## config.mk

```make
export PLATFORM = sky130hd
export DESIGN_NAME = tw_waveform
export DESIGN_NICKNAME = d
export VERILOG_FILES = /design/src/rtl/tw_pkg.sv /design/src/rtl/tw_waveform.sv
export VERILOG_INCLUDE_DIRS = /design/src /design/src/rtl
export SDC_FILE = /design/constraint.sdc
export NUM_CORES = 1
export LEC_CHECK = 0
export BUFFER_PORTS_ARGS = -buffer_cell sky130_fd_sc_hd__buf_2
export CAP_MARGIN = 20
export CELL_PAD_IN_SITES_DETAIL_PLACEMENT = 1
export CELL_PAD_IN_SITES_GLOBAL_PLACEMENT = 2
export CORE_ASPECT_RATIO = 1.75
export CORE_UTILIZATION = 36
export CTS_BUF_LIST = sky130_fd_sc_hd__clkbuf_4 sky130_fd_sc_hd__clkbuf_8 sky130_fd_sc_hd__clkbuf_16
export DETAILED_ROUTE_END_ITERATION = 10
export PLACE_DENSITY = 0.86
export SYNTH_ARGS = -nofsm -noshare
export SYNTH_HDL_FRONTEND = slang
export SYNTH_SLANG_ARGS = --single-unit
```

## constraint.sdc

```tcl
create_clock -name clk_i -period 8.9 [get_ports clk_i]
set_clock_uncertainty 0.2 [all_clocks]
set_input_delay 0.445 -clock clk_i [delete_from_list [all_inputs] [get_ports clk_i]]
set_output_delay 0.445 -clock clk_i [all_outputs]
set_load 0.03 [all_outputs]
```

## src/rtl/tw_defines.svh

```systemverilog
// Register indices, field positions, reset values and count limits
`ifndef TW_DEFINES_SVH
`define TW_DEFINES_SVH

// Register indices; the byte address is four times the index
`define TW_IDX_CTRL_A    10'h0B0
`define TW_IDX_CTRL_B    10'h0B1
`define TW_IDX_COUNT     10'h0B2
`define TW_IDX_CMP_A     10'h0B3
`define TW_IDX_CMP_B     10'h0B4
`define TW_IDX_PORT      10'h0C0
`define TW_IDX_IRQ_STAT  10'h0C1
`define TW_IDX_IRQ_EN    10'h0C2
`define TW_IDX_IRQ_CLR   10'h0C3

// Waveform control A fields
`define TW_A_ACT_HI      7
`define TW_A_ACT_LO      6
`define TW_B_ACT_HI      5
`define TW_B_ACT_LO      4
`define TW_MODE_LOW_HI   1
`define TW_MODE_LOW_LO   0

// Waveform control B fields
`define TW_TOP_BIT       3
`define TW_CS_HI         2
`define TW_CS_LO         0

// Port register fields: direction bits 1:0, port data bits 5:4
`define TW_DIR_HI        1
`define TW_DIR_LO        0
`define TW_DATA_HI       5
`define TW_DATA_LO       4

// Interrupt status bit positions
`define TW_IRQ_OVF       0
`define TW_IRQ_MATCH_A   1
`define TW_IRQ_MATCH_B   2

// Count limits and reset values
`define TW_MAX           8'hFF
`define TW_BOTTOM        8'h00
`define TW_RST_BYTE      8'h00
`define TW_RST_ACT       2'h0
`define TW_RST_MODE      2'h0
`define TW_RST_CS        3'h0
`define TW_RST_PAIR      2'h0
`define TW_RST_IRQ       3'h0
`define TW_CS_STOP       3'h0

`endif

```

## src/rtl/tw_pkg.sv

```systemverilog
// Types shared by the timer waveform output block
package tw_pkg;

  // Three-bit waveform mode, low bits from control A, top bit from control B
  typedef enum logic [2:0] {
    TW_NORMAL   = 3'b000,
    TW_PC_FF    = 3'b001,
    TW_CTC      = 3'b010,
    TW_FAST_FF  = 3'b011,
    TW_RSV4     = 3'b100,
    TW_PC_CMP   = 3'b101,
    TW_RSV6     = 3'b110,
    TW_FAST_CMP = 3'b111
  } tw_mode_e;

  // Per-channel compare configuration
  typedef struct packed {
    logic [1:0] act;
    logic [7:0] cmp_buf;
    logic [7:0] cmp_act;
  } tw_chan_s;

  // Result of one channel's waveform step
  typedef struct packed {
    logic conn;
    logic lvl;
  } tw_wave_s;

endpackage : tw_pkg

```

## src/rtl/tw_waveform.sv

```systemverilog
// Eight-bit timer with two compare channels and waveform outputs
//
// Behaviour
// A channel whose action field is nonzero, except the disconnected 01 cases of R5, R10 and R11, drives its waveform on the pin instead of port data.
// The pin driver is enabled only while that pin's direction bit selects output.
// In normal or clear-on-match mode channel A disconnects, toggles, clears or sets on match for 00, 01, 10, 11.
// In fast PWM channel A action 10 clears on match and sets at bottom, action 11 does the reverse.
// In either PWM mode channel A action 01 is disconnected when the top mode bit is 0 and toggles on match when it is 1.
// In fast PWM a compare value equal to the ceiling with the high action bit set ignores the match and acts at bottom.
// In phase-correct PWM channel A action 10 clears on up-count match and sets on down-count match, 11 the reverse.
// In phase-correct PWM a compare value equal to the ceiling with the high action bit set ignores the match and acts at the ceiling.
// In normal or clear-on-match mode channel B disconnects, toggles, clears or sets on match for 00, 01, 10, 11.
// In fast PWM channel B action 01 is reserved, 10 clears on match and sets at bottom, 11 the reverse.
// In phase-correct PWM channel B action 01 is reserved, 10 clears on up match and sets on down match, 11 the reverse.
// Bits 3:2 of control A always read as zero.
// The waveform mode is the control A low bits 1:0 joined with the top mode bit of control B.
// Modes are 0 normal, 1 and 5 phase-correct, 2 clear-on-match, 3 and 7 fast PWM, 4 and 6 reserved.
// The ceiling is 0xFF in modes 0, 1 and 3 and the channel A compare value in modes 2, 5 and 7.
// Compare values load at once in non-PWM modes, at the ceiling in phase-correct and at bottom in fast PWM.
// The overflow flag sets at 0xFF in modes 0, 2 and 3, at bottom in modes 1 and 5, and at the ceiling in mode 7.

`include "tw_defines.svh"

module tw_waveform
  import tw_pkg::*;
#(
  parameter int ADR_W = 12
) (
  input  wire logic             clk_i,
  input  wire logic             rst_i,
  input  wire logic             tick_i,
  input  wire logic             wb_cyc_i,
  input  wire logic             wb_stb_i,
  input  wire logic             wb_we_i,
  input  wire logic [ADR_W-1:0] wb_adr_i,
  input  wire logic [3:0]       wb_sel_i,
  input  wire logic [31:0]      wb_dat_i,
  output logic      [31:0]      wb_dat_o,
  output logic                  wb_ack_o,
  output logic                  chan_a_wave_pin_o,
  output logic                  chan_a_wave_pin_oe_o,
  output logic                  chan_b_wave_pin_o,
  output logic                  chan_b_wave_pin_oe_o,
  output logic                  irq_o
);

  // Word index decode needs all index bits present
  if (ADR_W < 12) begin : g_adr_check
    $error("tw_waveform: ADR_W must be at least 12");
  end

  tw_chan_s   chan_q [2];
  logic [1:0] wave_mode_low_q;
  logic       wave_mode_top_bit_q;
  logic [2:0] clk_sel_q;
  logic [7:0] count_q;
  logic       up_q;
  logic       skip_q;
  logic [1:0] port_dir_q;
  logic [1:0] port_data_q;
  logic [1:0] wave_q;
  logic [2:0] irq_stat_q;
  logic [2:0] irq_en_q;
  logic       ack_q;
  logic [31:0] dat_q;
  logic [1:0] pin_q;
  logic [1:0] pin_oe_q;
  logic       irq_q;

  tw_mode_e   wave_mode;
  logic       is_fast;
  logic       is_pc;
  logic       top_is_cmp;
  logic [7:0] top_val;
  logic       tick;
  logic       at_top;
  logic       top_ev;
  logic       ovf_ev;
  logic       cmp_load;
  logic [1:0] match;
  logic [1:0] cmp_eq_top;
  tw_wave_s   wave_d [2];
  logic       req;
  logic       wr;
  logic [9:0] idx;
  logic [2:0] irq_stat_d;

  // Mode decode, ceiling and event strobes
  always_comb begin
    wave_mode  = tw_mode_e'({wave_mode_top_bit_q, wave_mode_low_q});
    is_fast    = (wave_mode == TW_FAST_FF) || (wave_mode == TW_FAST_CMP);
    is_pc      = (wave_mode == TW_PC_FF) || (wave_mode == TW_PC_CMP);
    top_is_cmp = (wave_mode == TW_CTC) || (wave_mode == TW_PC_CMP) ||
                 (wave_mode == TW_FAST_CMP);
    top_val    = top_is_cmp ? chan_q[0].cmp_act : `TW_MAX;
    tick       = tick_i && (clk_sel_q != `TW_CS_STOP);
    at_top     = (count_q == top_val);
    top_ev     = tick && at_top;
    // Overflow point depends on mode
    if (is_pc) begin
      ovf_ev = tick && (count_q == `TW_BOTTOM);
    end else if (wave_mode == TW_FAST_CMP) begin
      ovf_ev = top_ev;
    end else begin
      ovf_ev = tick && (count_q == `TW_MAX);
    end
    // Fast PWM wraps to bottom on the same tick that sees the ceiling
    cmp_load = (is_fast || is_pc) ? top_ev : 1'b1;
    for (int c = 0; c < 2; c++) begin
      match[c]      = tick && !skip_q && (count_q == chan_q[c].cmp_act);
      cmp_eq_top[c] = (chan_q[c].cmp_act == top_val);
    end
  end

  // One waveform step for one channel
  function automatic tw_wave_s f_wave(
    input logic [1:0] act,
    input logic       is_a,
    input logic       topb,
    input logic       fast,
    input logic       pc,
    input logic       hit,
    input logic       ceil_ev,
    input logic       up,
    input logic       eq_top,
    input logic       cur
  );
    tw_wave_s w;
    w.conn = 1'b0;
    w.lvl  = cur;
    if (!fast && !pc) begin
      w.conn = (act != 2'b00);
      if (hit) begin
        unique case (act)
          2'b00: w.lvl = cur;
          2'b01: w.lvl = ~cur;
          2'b10: w.lvl = 1'b0;
          2'b11: w.lvl = 1'b1;
        endcase
      end
    end else if (act == 2'b01) begin
      // Channel B leaves the reserved code disconnected
      w.conn = is_a && topb;
      if (w.conn && hit) begin
        w.lvl = ~cur;
      end
    end else if (act[1]) begin
      w.conn = 1'b1;
      if (fast) begin
        if (ceil_ev) begin
          w.lvl = ~act[0];
        end else if (hit && !eq_top) begin
          w.lvl = act[0];
        end
      end else if (eq_top) begin
        // Ceiling behaves as an up-count match to keep symmetry
        if (ceil_ev) begin
          w.lvl = act[0];
        end
      end else if (hit) begin
        w.lvl = up ? act[0] : ~act[0];
      end
    end
    return w;
  endfunction

  always_comb begin
    for (int c = 0; c < 2; c++) begin
      wave_d[c] = f_wave(chan_q[c].act, (c == 0), wave_mode_top_bit_q,
                         is_fast, is_pc, match[c], top_ev, up_q,
                         cmp_eq_top[c], wave_q[c]);
    end
  end

  // Bus decode: one wait state, every access answered
  assign req = wb_cyc_i && wb_stb_i && !ack_q;
  assign wr  = req && wb_we_i && wb_sel_i[0];
  assign idx = wb_adr_i[11:2];

  always_ff @(posedge clk_i) begin
    if (rst_i) begin
      ack_q <= 1'b0;
    end else begin
      ack_q <= req;
    end
  end

  // Read mux; unmapped words and reserved bits read as zero
  always_ff @(posedge clk_i) begin
    if (rst_i) begin
      dat_q <= 32'h0000_0000;
    end else if (req && !wb_we_i) begin
      dat_q <= 32'h0000_0000;
      unique case (idx)
        `TW_IDX_CTRL_A:   dat_q[7:0] <= {chan_q[0].act, chan_q[1].act,
                                         2'b00, wave_mode_low_q};
        `TW_IDX_CTRL_B:   dat_q[3:0] <= {wave_mode_top_bit_q, clk_sel_q};
        `TW_IDX_COUNT:    dat_q[7:0] <= count_q;
        `TW_IDX_CMP_A:    dat_q[7:0] <= chan_q[0].cmp_buf;
        `TW_IDX_CMP_B:    dat_q[7:0] <= chan_q[1].cmp_buf;
        `TW_IDX_PORT:     dat_q[5:0] <= {port_data_q, 2'b00, port_dir_q};
        `TW_IDX_IRQ_STAT: dat_q[2:0] <= irq_stat_q;
        `TW_IDX_IRQ_EN:   dat_q[2:0] <= irq_en_q;
        default:          dat_q <= 32'h0000_0000;
      endcase
    end
  end

  // Control registers written by software
  always_ff @(posedge clk_i) begin
    if (rst_i) begin
      chan_q[0].act       <= `TW_RST_ACT;
      chan_q[1].act       <= `TW_RST_ACT;
      wave_mode_low_q     <= `TW_RST_MODE;
      wave_mode_top_bit_q <= 1'b0;
      clk_sel_q           <= `TW_RST_CS;
      port_dir_q          <= `TW_RST_PAIR;
      port_data_q         <= `TW_RST_PAIR;
      irq_en_q            <= `TW_RST_IRQ;
      chan_q[0].cmp_buf   <= `TW_RST_BYTE;
      chan_q[1].cmp_buf   <= `TW_RST_BYTE;
    end else if (wr) begin
      if (idx == `TW_IDX_CTRL_A) begin
        chan_q[0].act   <= wb_dat_i[`TW_A_ACT_HI:`TW_A_ACT_LO];
        chan_q[1].act   <= wb_dat_i[`TW_B_ACT_HI:`TW_B_ACT_LO];
        wave_mode_low_q <= wb_dat_i[`TW_MODE_LOW_HI:`TW_MODE_LOW_LO];
      end
      if (idx == `TW_IDX_CTRL_B) begin
        wave_mode_top_bit_q <= wb_dat_i[`TW_TOP_BIT];
        clk_sel_q           <= wb_dat_i[`TW_CS_HI:`TW_CS_LO];
      end
      if (idx == `TW_IDX_PORT) begin
        port_dir_q  <= wb_dat_i[`TW_DIR_HI:`TW_DIR_LO];
        port_data_q <= wb_dat_i[`TW_DATA_HI:`TW_DATA_LO];
      end
      if (idx == `TW_IDX_IRQ_EN) begin
        irq_en_q <= wb_dat_i[2:0];
      end
      if (idx == `TW_IDX_CMP_A) begin
        chan_q[0].cmp_buf <= wb_dat_i[7:0];
      end
      if (idx == `TW_IDX_CMP_B) begin
        chan_q[1].cmp_buf <= wb_dat_i[7:0];
      end
    end
  end

  // Active compare values follow the buffer at the mode's load point
  always_ff @(posedge clk_i) begin
    if (rst_i) begin
      chan_q[0].cmp_act <= `TW_RST_BYTE;
      chan_q[1].cmp_act <= `TW_RST_BYTE;
    end else if (cmp_load) begin
      chan_q[0].cmp_act <= chan_q[0].cmp_buf;
      chan_q[1].cmp_act <= chan_q[1].cmp_buf;
    end
  end

  // Counter; a software write blocks the match on the next tick
  always_ff @(posedge clk_i) begin
    if (rst_i) begin
      count_q <= `TW_BOTTOM;
      up_q    <= 1'b1;
      skip_q  <= 1'b0;
    end else if (wr && (idx == `TW_IDX_COUNT)) begin
      count_q <= wb_dat_i[7:0];
      skip_q  <= 1'b1;
    end else if (tick) begin
      skip_q <= 1'b0;
      if (is_pc) begin
        if (up_q && at_top) begin
          count_q <= count_q - 8'h01;
          up_q    <= 1'b0;
        end else if (!up_q && (count_q == `TW_BOTTOM)) begin
          count_q <= count_q + 8'h01;
          up_q    <= 1'b1;
        end else begin
          count_q <= up_q ? count_q + 8'h01 : count_q - 8'h01;
        end
      end else begin
        count_q <= at_top ? `TW_BOTTOM : count_q + 8'h01;
        up_q    <= 1'b1;
      end
    end
  end

  // Waveform levels and registered pin drive
  always_ff @(posedge clk_i) begin
    if (rst_i) begin
      wave_q   <= 2'b00;
      pin_q    <= 2'b00;
      pin_oe_q <= 2'b00;
    end else begin
      for (int c = 0; c < 2; c++) begin
        wave_q[c]   <= wave_d[c].lvl;
        pin_q[c]    <= wave_d[c].conn ? wave_d[c].lvl : port_data_q[c];
        pin_oe_q[c] <= port_dir_q[c];
      end
    end
  end

  // Sticky status; a new event wins over a clear in the same cycle
  always_comb begin
    irq_stat_d = irq_stat_q;
    if (wr && (idx == `TW_IDX_IRQ_CLR)) begin
      irq_stat_d = irq_stat_d & ~wb_dat_i[2:0];
    end
    irq_stat_d[`TW_IRQ_OVF]     = irq_stat_d[`TW_IRQ_OVF] | ovf_ev;
    irq_stat_d[`TW_IRQ_MATCH_A] = irq_stat_d[`TW_IRQ_MATCH_A] | match[0];
    irq_stat_d[`TW_IRQ_MATCH_B] = irq_stat_d[`TW_IRQ_MATCH_B] | match[1];
  end

  always_ff @(posedge clk_i) begin
    if (rst_i) begin
      irq_stat_q <= `TW_RST_IRQ;
      irq_q      <= 1'b0;
    end else begin
      irq_stat_q <= irq_stat_d;
      irq_q      <= |(irq_stat_d & irq_en_q);
    end
  end

  assign wb_ack_o             = ack_q;
  assign wb_dat_o             = dat_q;
  assign chan_a_wave_pin_o    = pin_q[0];
  assign chan_a_wave_pin_oe_o = pin_oe_q[0];
  assign chan_b_wave_pin_o    = pin_q[1];
  assign chan_b_wave_pin_oe_o = pin_oe_q[1];
  assign irq_o                = irq_q;
endmodule : tw_waveform

```

==> summary.txt <==
Run status
  – Status: finished clean

Setup path
  – Worst path arrival time: 3.83 ns
  – CP endpoint kind: flop
  – Crit-path leading delay family: compound AO/OA/AOI/OAI gates
  – R2R Path Start: wave_mode_low_q[0]
  – Slowest cell on crit path: dfxtp_1
  – Buf/Inv on CP: 0
  – Startpoint type of the worst setup path: flop
  – Critical Path RT: between 8 and 9 ns
  – WS Path Type: reg2reg
  – CP max stage delay: 0.85 ns
  – Cell breakdown of the critical path: nand2_1, a2111oi_1, a311oi_1, a211o_1, nor2_2, nor2_1, a221oi_1, o31ai_1
  – Critical Path Source: wave_mode_low_q[0]
  – Largest fanout on the critical path: 15

Routing
  – First-pass DRT Iterations: 4
  – WL/cell: between 20 and 25 um
  – Via density per instance: a little under 6
  – DRT iter0 DRCs: 311
  – DRC viols: 0
  – Via Count: 4690
  – Total Wirelength: approximately 17 mm
  – Routed Antenna Nets: 0

Floorplan
  – FP Rows: 57
  – Chip Height: 159 um
  – Die Area: about 15000 sq um
  – Starting Density: 0.367
  – Core Area: 13800 sq um
  – Chip width: 91.6 um
  – I/O pins: 92

GRT
  – Vias in the first global route: approximately 5000
  – Initial antenna violation count: 0
  – Largest net degree at the start of global routing: 63
  – Overall routing resource usage: 0.241
  – Total gr overflow: 0
  – Global-route wire length before repair: 27.0 mm

CTS
  – Bufs on Longest Clock Path: 2
  – Clk sink count: just under 80
  – Hold buffer count at cts: 0
  – Root Driver: clkbuf_16
  – Clk_lat worst skew: 0.34 ns
  – Post-cts sizing count: 0
  – Number of post-CTS setup repair buffers: 0
  – CTS Buf Count: 9
  – CTS tree: built
  – # H-tree levels: 3
  – Clock Pin Slew Worst Setup and Hold Paths: ~0.07 ns

Yosys
  – Post-synthesis cell type count: 80
  – Synth warn: 0
  – Post-synth EDFFs: 20
  – Post-Syn Instances: 590
  – Async S/R FF share, synth: 0
  – Leading area contributor after synthesis: dfxtp_1
  – Register area share after synthesis: 0.348
  – Mapped Area: 5060 sq um
  – Ys flop type: dfxtp_1
  – Seq cells post-synth: 78
  – Area share of the largest cell type after synthesis: 0.230
  – Top post-synthesis cells by area: dfxtp_1 23%, edfxtp_1 12%, nor2_1 5.3%
  – Avg Inst Size Synth: 8.57 sq um

Final layout
  – Post-route cell area: between 5000 and 6000 sq um
  – Area grow syn2layout: 7.50%
  – Fill count: between 1500 and 2000
  – Diode count: 0
  – Non-Filler Instances: 786
  – Final nets: 660
  – Share of layout cells above drive strength 1: 0.140

Timing
  – Final setup fails: 0
  – Final slew viol count: 0
  – Final Hold Vio Count: 0
  – Fin Setup TNS: 0 ns
  – Period utilization: 0.428
  – Slew @ Worst Pin: approximately 1.1 ns
  – Worst slew margin: 0.291
  – Final Critical Period: 3.81 ns
  – Peak Freq: 262 MHz
  – RSZ-0062 raised after global routing: no

Power and ir drop
  – Leak: about 2.2 nW
  – Seq pwr share: 0.475
  – Switching share of power: 0.274
  – Sw Pwr: ~220 uW
  – Clock power share: 0.459
  – Maximum vdd drop: approximately 120 uV
  – Internal power: 584 uW
  – Pwr per Cell Area: 148 nW/um^2
  – Gate power share: 0.066
  – Final Power: between 800 and 900 uW

Place
  – Inst Count DP: 770
  – Post-DP HPWL: 12.8 mm
  – Post-DP Area: 5140 sq um
  – Gpl congestion: 0.869
  – IO Port Bufs: 38

Hold path
  – Min-Delay Path Class: in2reg
  – Hold Crit Start: wb_dat_i[5]

Flow run
  – Max-cap violations: 0
==> path summary, 6_finish.rpt <==
path	to	depth (start not counted)	slack, ns
worst min register to register	skip_q	2	0.26
worst max-delay path	count_q[3]	8	5.09
worst max register to register	count_q[3]	8	5.09
worst min-delay path	count_q[5]	3	0.22
==> worst min-delay path: cells and delay by family <==
| kind | cells | cell delay (ns) |
|---|---|---|
| buffers and inverters | 1 | 0.14 |
| AND/OR/NAND/NOR | 1 | 0.07 |
| AO/OA/AOI/OAI | 1 | 0.05 |
==> placed cells by master, fill, tap and decap left out, types with 15 or more instances in the layout <==
cell type	instances
nor2_1	71
dfxtp_1	58
nand2_1	47
buf_2	38
nand3_1	26
mux2i_1	24
conb_1	24
a22oi_1	23
a21oi_1	20
edfxtp_1	20
xor2_1	19
nor3_1	15
o21ai_0	15
==> per-stage QoR <==
step,setup slack (ns),hold WS (ns),utilization
finish,5.09,0.220,0.395
global placement,5.16,0.244,0.373
floorplan,5.90,0.237,-
CTS,5.10,0.207,0.395
global route,4.90,0.245,0.395
detailed placement,5.11,0.250,0.373
==> power by group through the flow <==
| stage | Combinational, mW | Clock (mW) | Sequential [mW] |
|---|---|---|---|
| after floorplan | 0.0480 | 0 | 0.385 |
| after global placement | 0.0511 | 0 | 0.390 |
| after detailed placement | 0.0526 | 0 | 0.390 |
| after CTS | 0.0529 | 0.375 | 0.382 |
| after global routing | 0.0574 | 0.386 | 0.383 |
| final | 0.0532 | 0.369 | 0.383 |
==> area by class of cell <==
class                           instances  area, sq um  share of cell area
Inverter                               12         45.0             0.00829
Sequential cell                        78         1760               0.324
Tap cell                              177          221              0.0407
Clock buffer                            9          225              0.0414
Clock inverter                          7         73.8              0.0136
Timing Repair Buffer                   44          235              0.0433
Multi-Input combinational cell        459         2870               0.529
==> layer usage <==
layer | vias to the layer above | share of wire | global-route usage
met3 | 52 | 0.051 | 0.0359
met1 | 2327 | 0.35 | 0.247
li1 | 2150 | - | -
met5 | - | 0 | 0
met4 | 0 | 0.049 | 0.144
met2 | 161 | 0.55 | 0.450
==> synthesized netlist by cell type (3+ instances only) <==
| cell type | number |
|---|---|
| nor2_1 | 71 |
| dfxtp_1 | 58 |
| nand2_1 | 47 |
| nand3_1 | 26 |
| buf_4 | 25 |
| mux2i_1 | 24 |
| a22oi_1 | 23 |
| a21oi_1 | 20 |
| clkbuf_1 | 20 |
| edfxtp_1 | 20 |
| xor2_1 | 19 |
| nor3_1 | 15 |
| o21ai_0 | 15 |
| and2_1 | 14 |
| inv_1 | 12 |
| a221oi_1 | 10 |
| a211oi_1 | 9 |
| clkbuf_8 | 9 |
| nand4_1 | 9 |
| nor4_1 | 9 |
| o31ai_1 | 8 |
| o211ai_1 | 7 |
| or3_1 | 7 |
| a21o_1 | 6 |
| and3_1 | 6 |
| o22ai_1 | 6 |
| or2_2 | 6 |
| xnor2_1 | 6 |
| buf_2 | 5 |
| nor4bb_1 | 4 |
| a31oi_1 | 3 |
| a41oi_1 | 3 |
| o21ai_1 | 3 |
| o221ai_1 | 3 |
==> kinds of logic after synthesis <==
kind of cell	Yosys count	share of synthesized area
XOR/XNOR	25	0.0433
buffers and inverters	76	0.101
multiplexers	26	0.0520
AND/OR/NAND/NOR	236	0.237
flip-flops	78	0.348
AO/OA/AOI/OAI	146	0.212
adder cells (fa/ha/maj)	2	0.00495
other	1	0.000742
==> sequential cells by signal, indices dropped and copies added (netlist names), 3 cells and up <==
| signal | count |
|---|---|
| chan_q | 36 |
| count_q | 8 |
| wb_dat_o | 8 |
| clk_sel_q | 3 |
| irq_en_q | 3 |
| irq_stat_q | 3 |
Note: power is estimated with default switching activity, not from simulation.
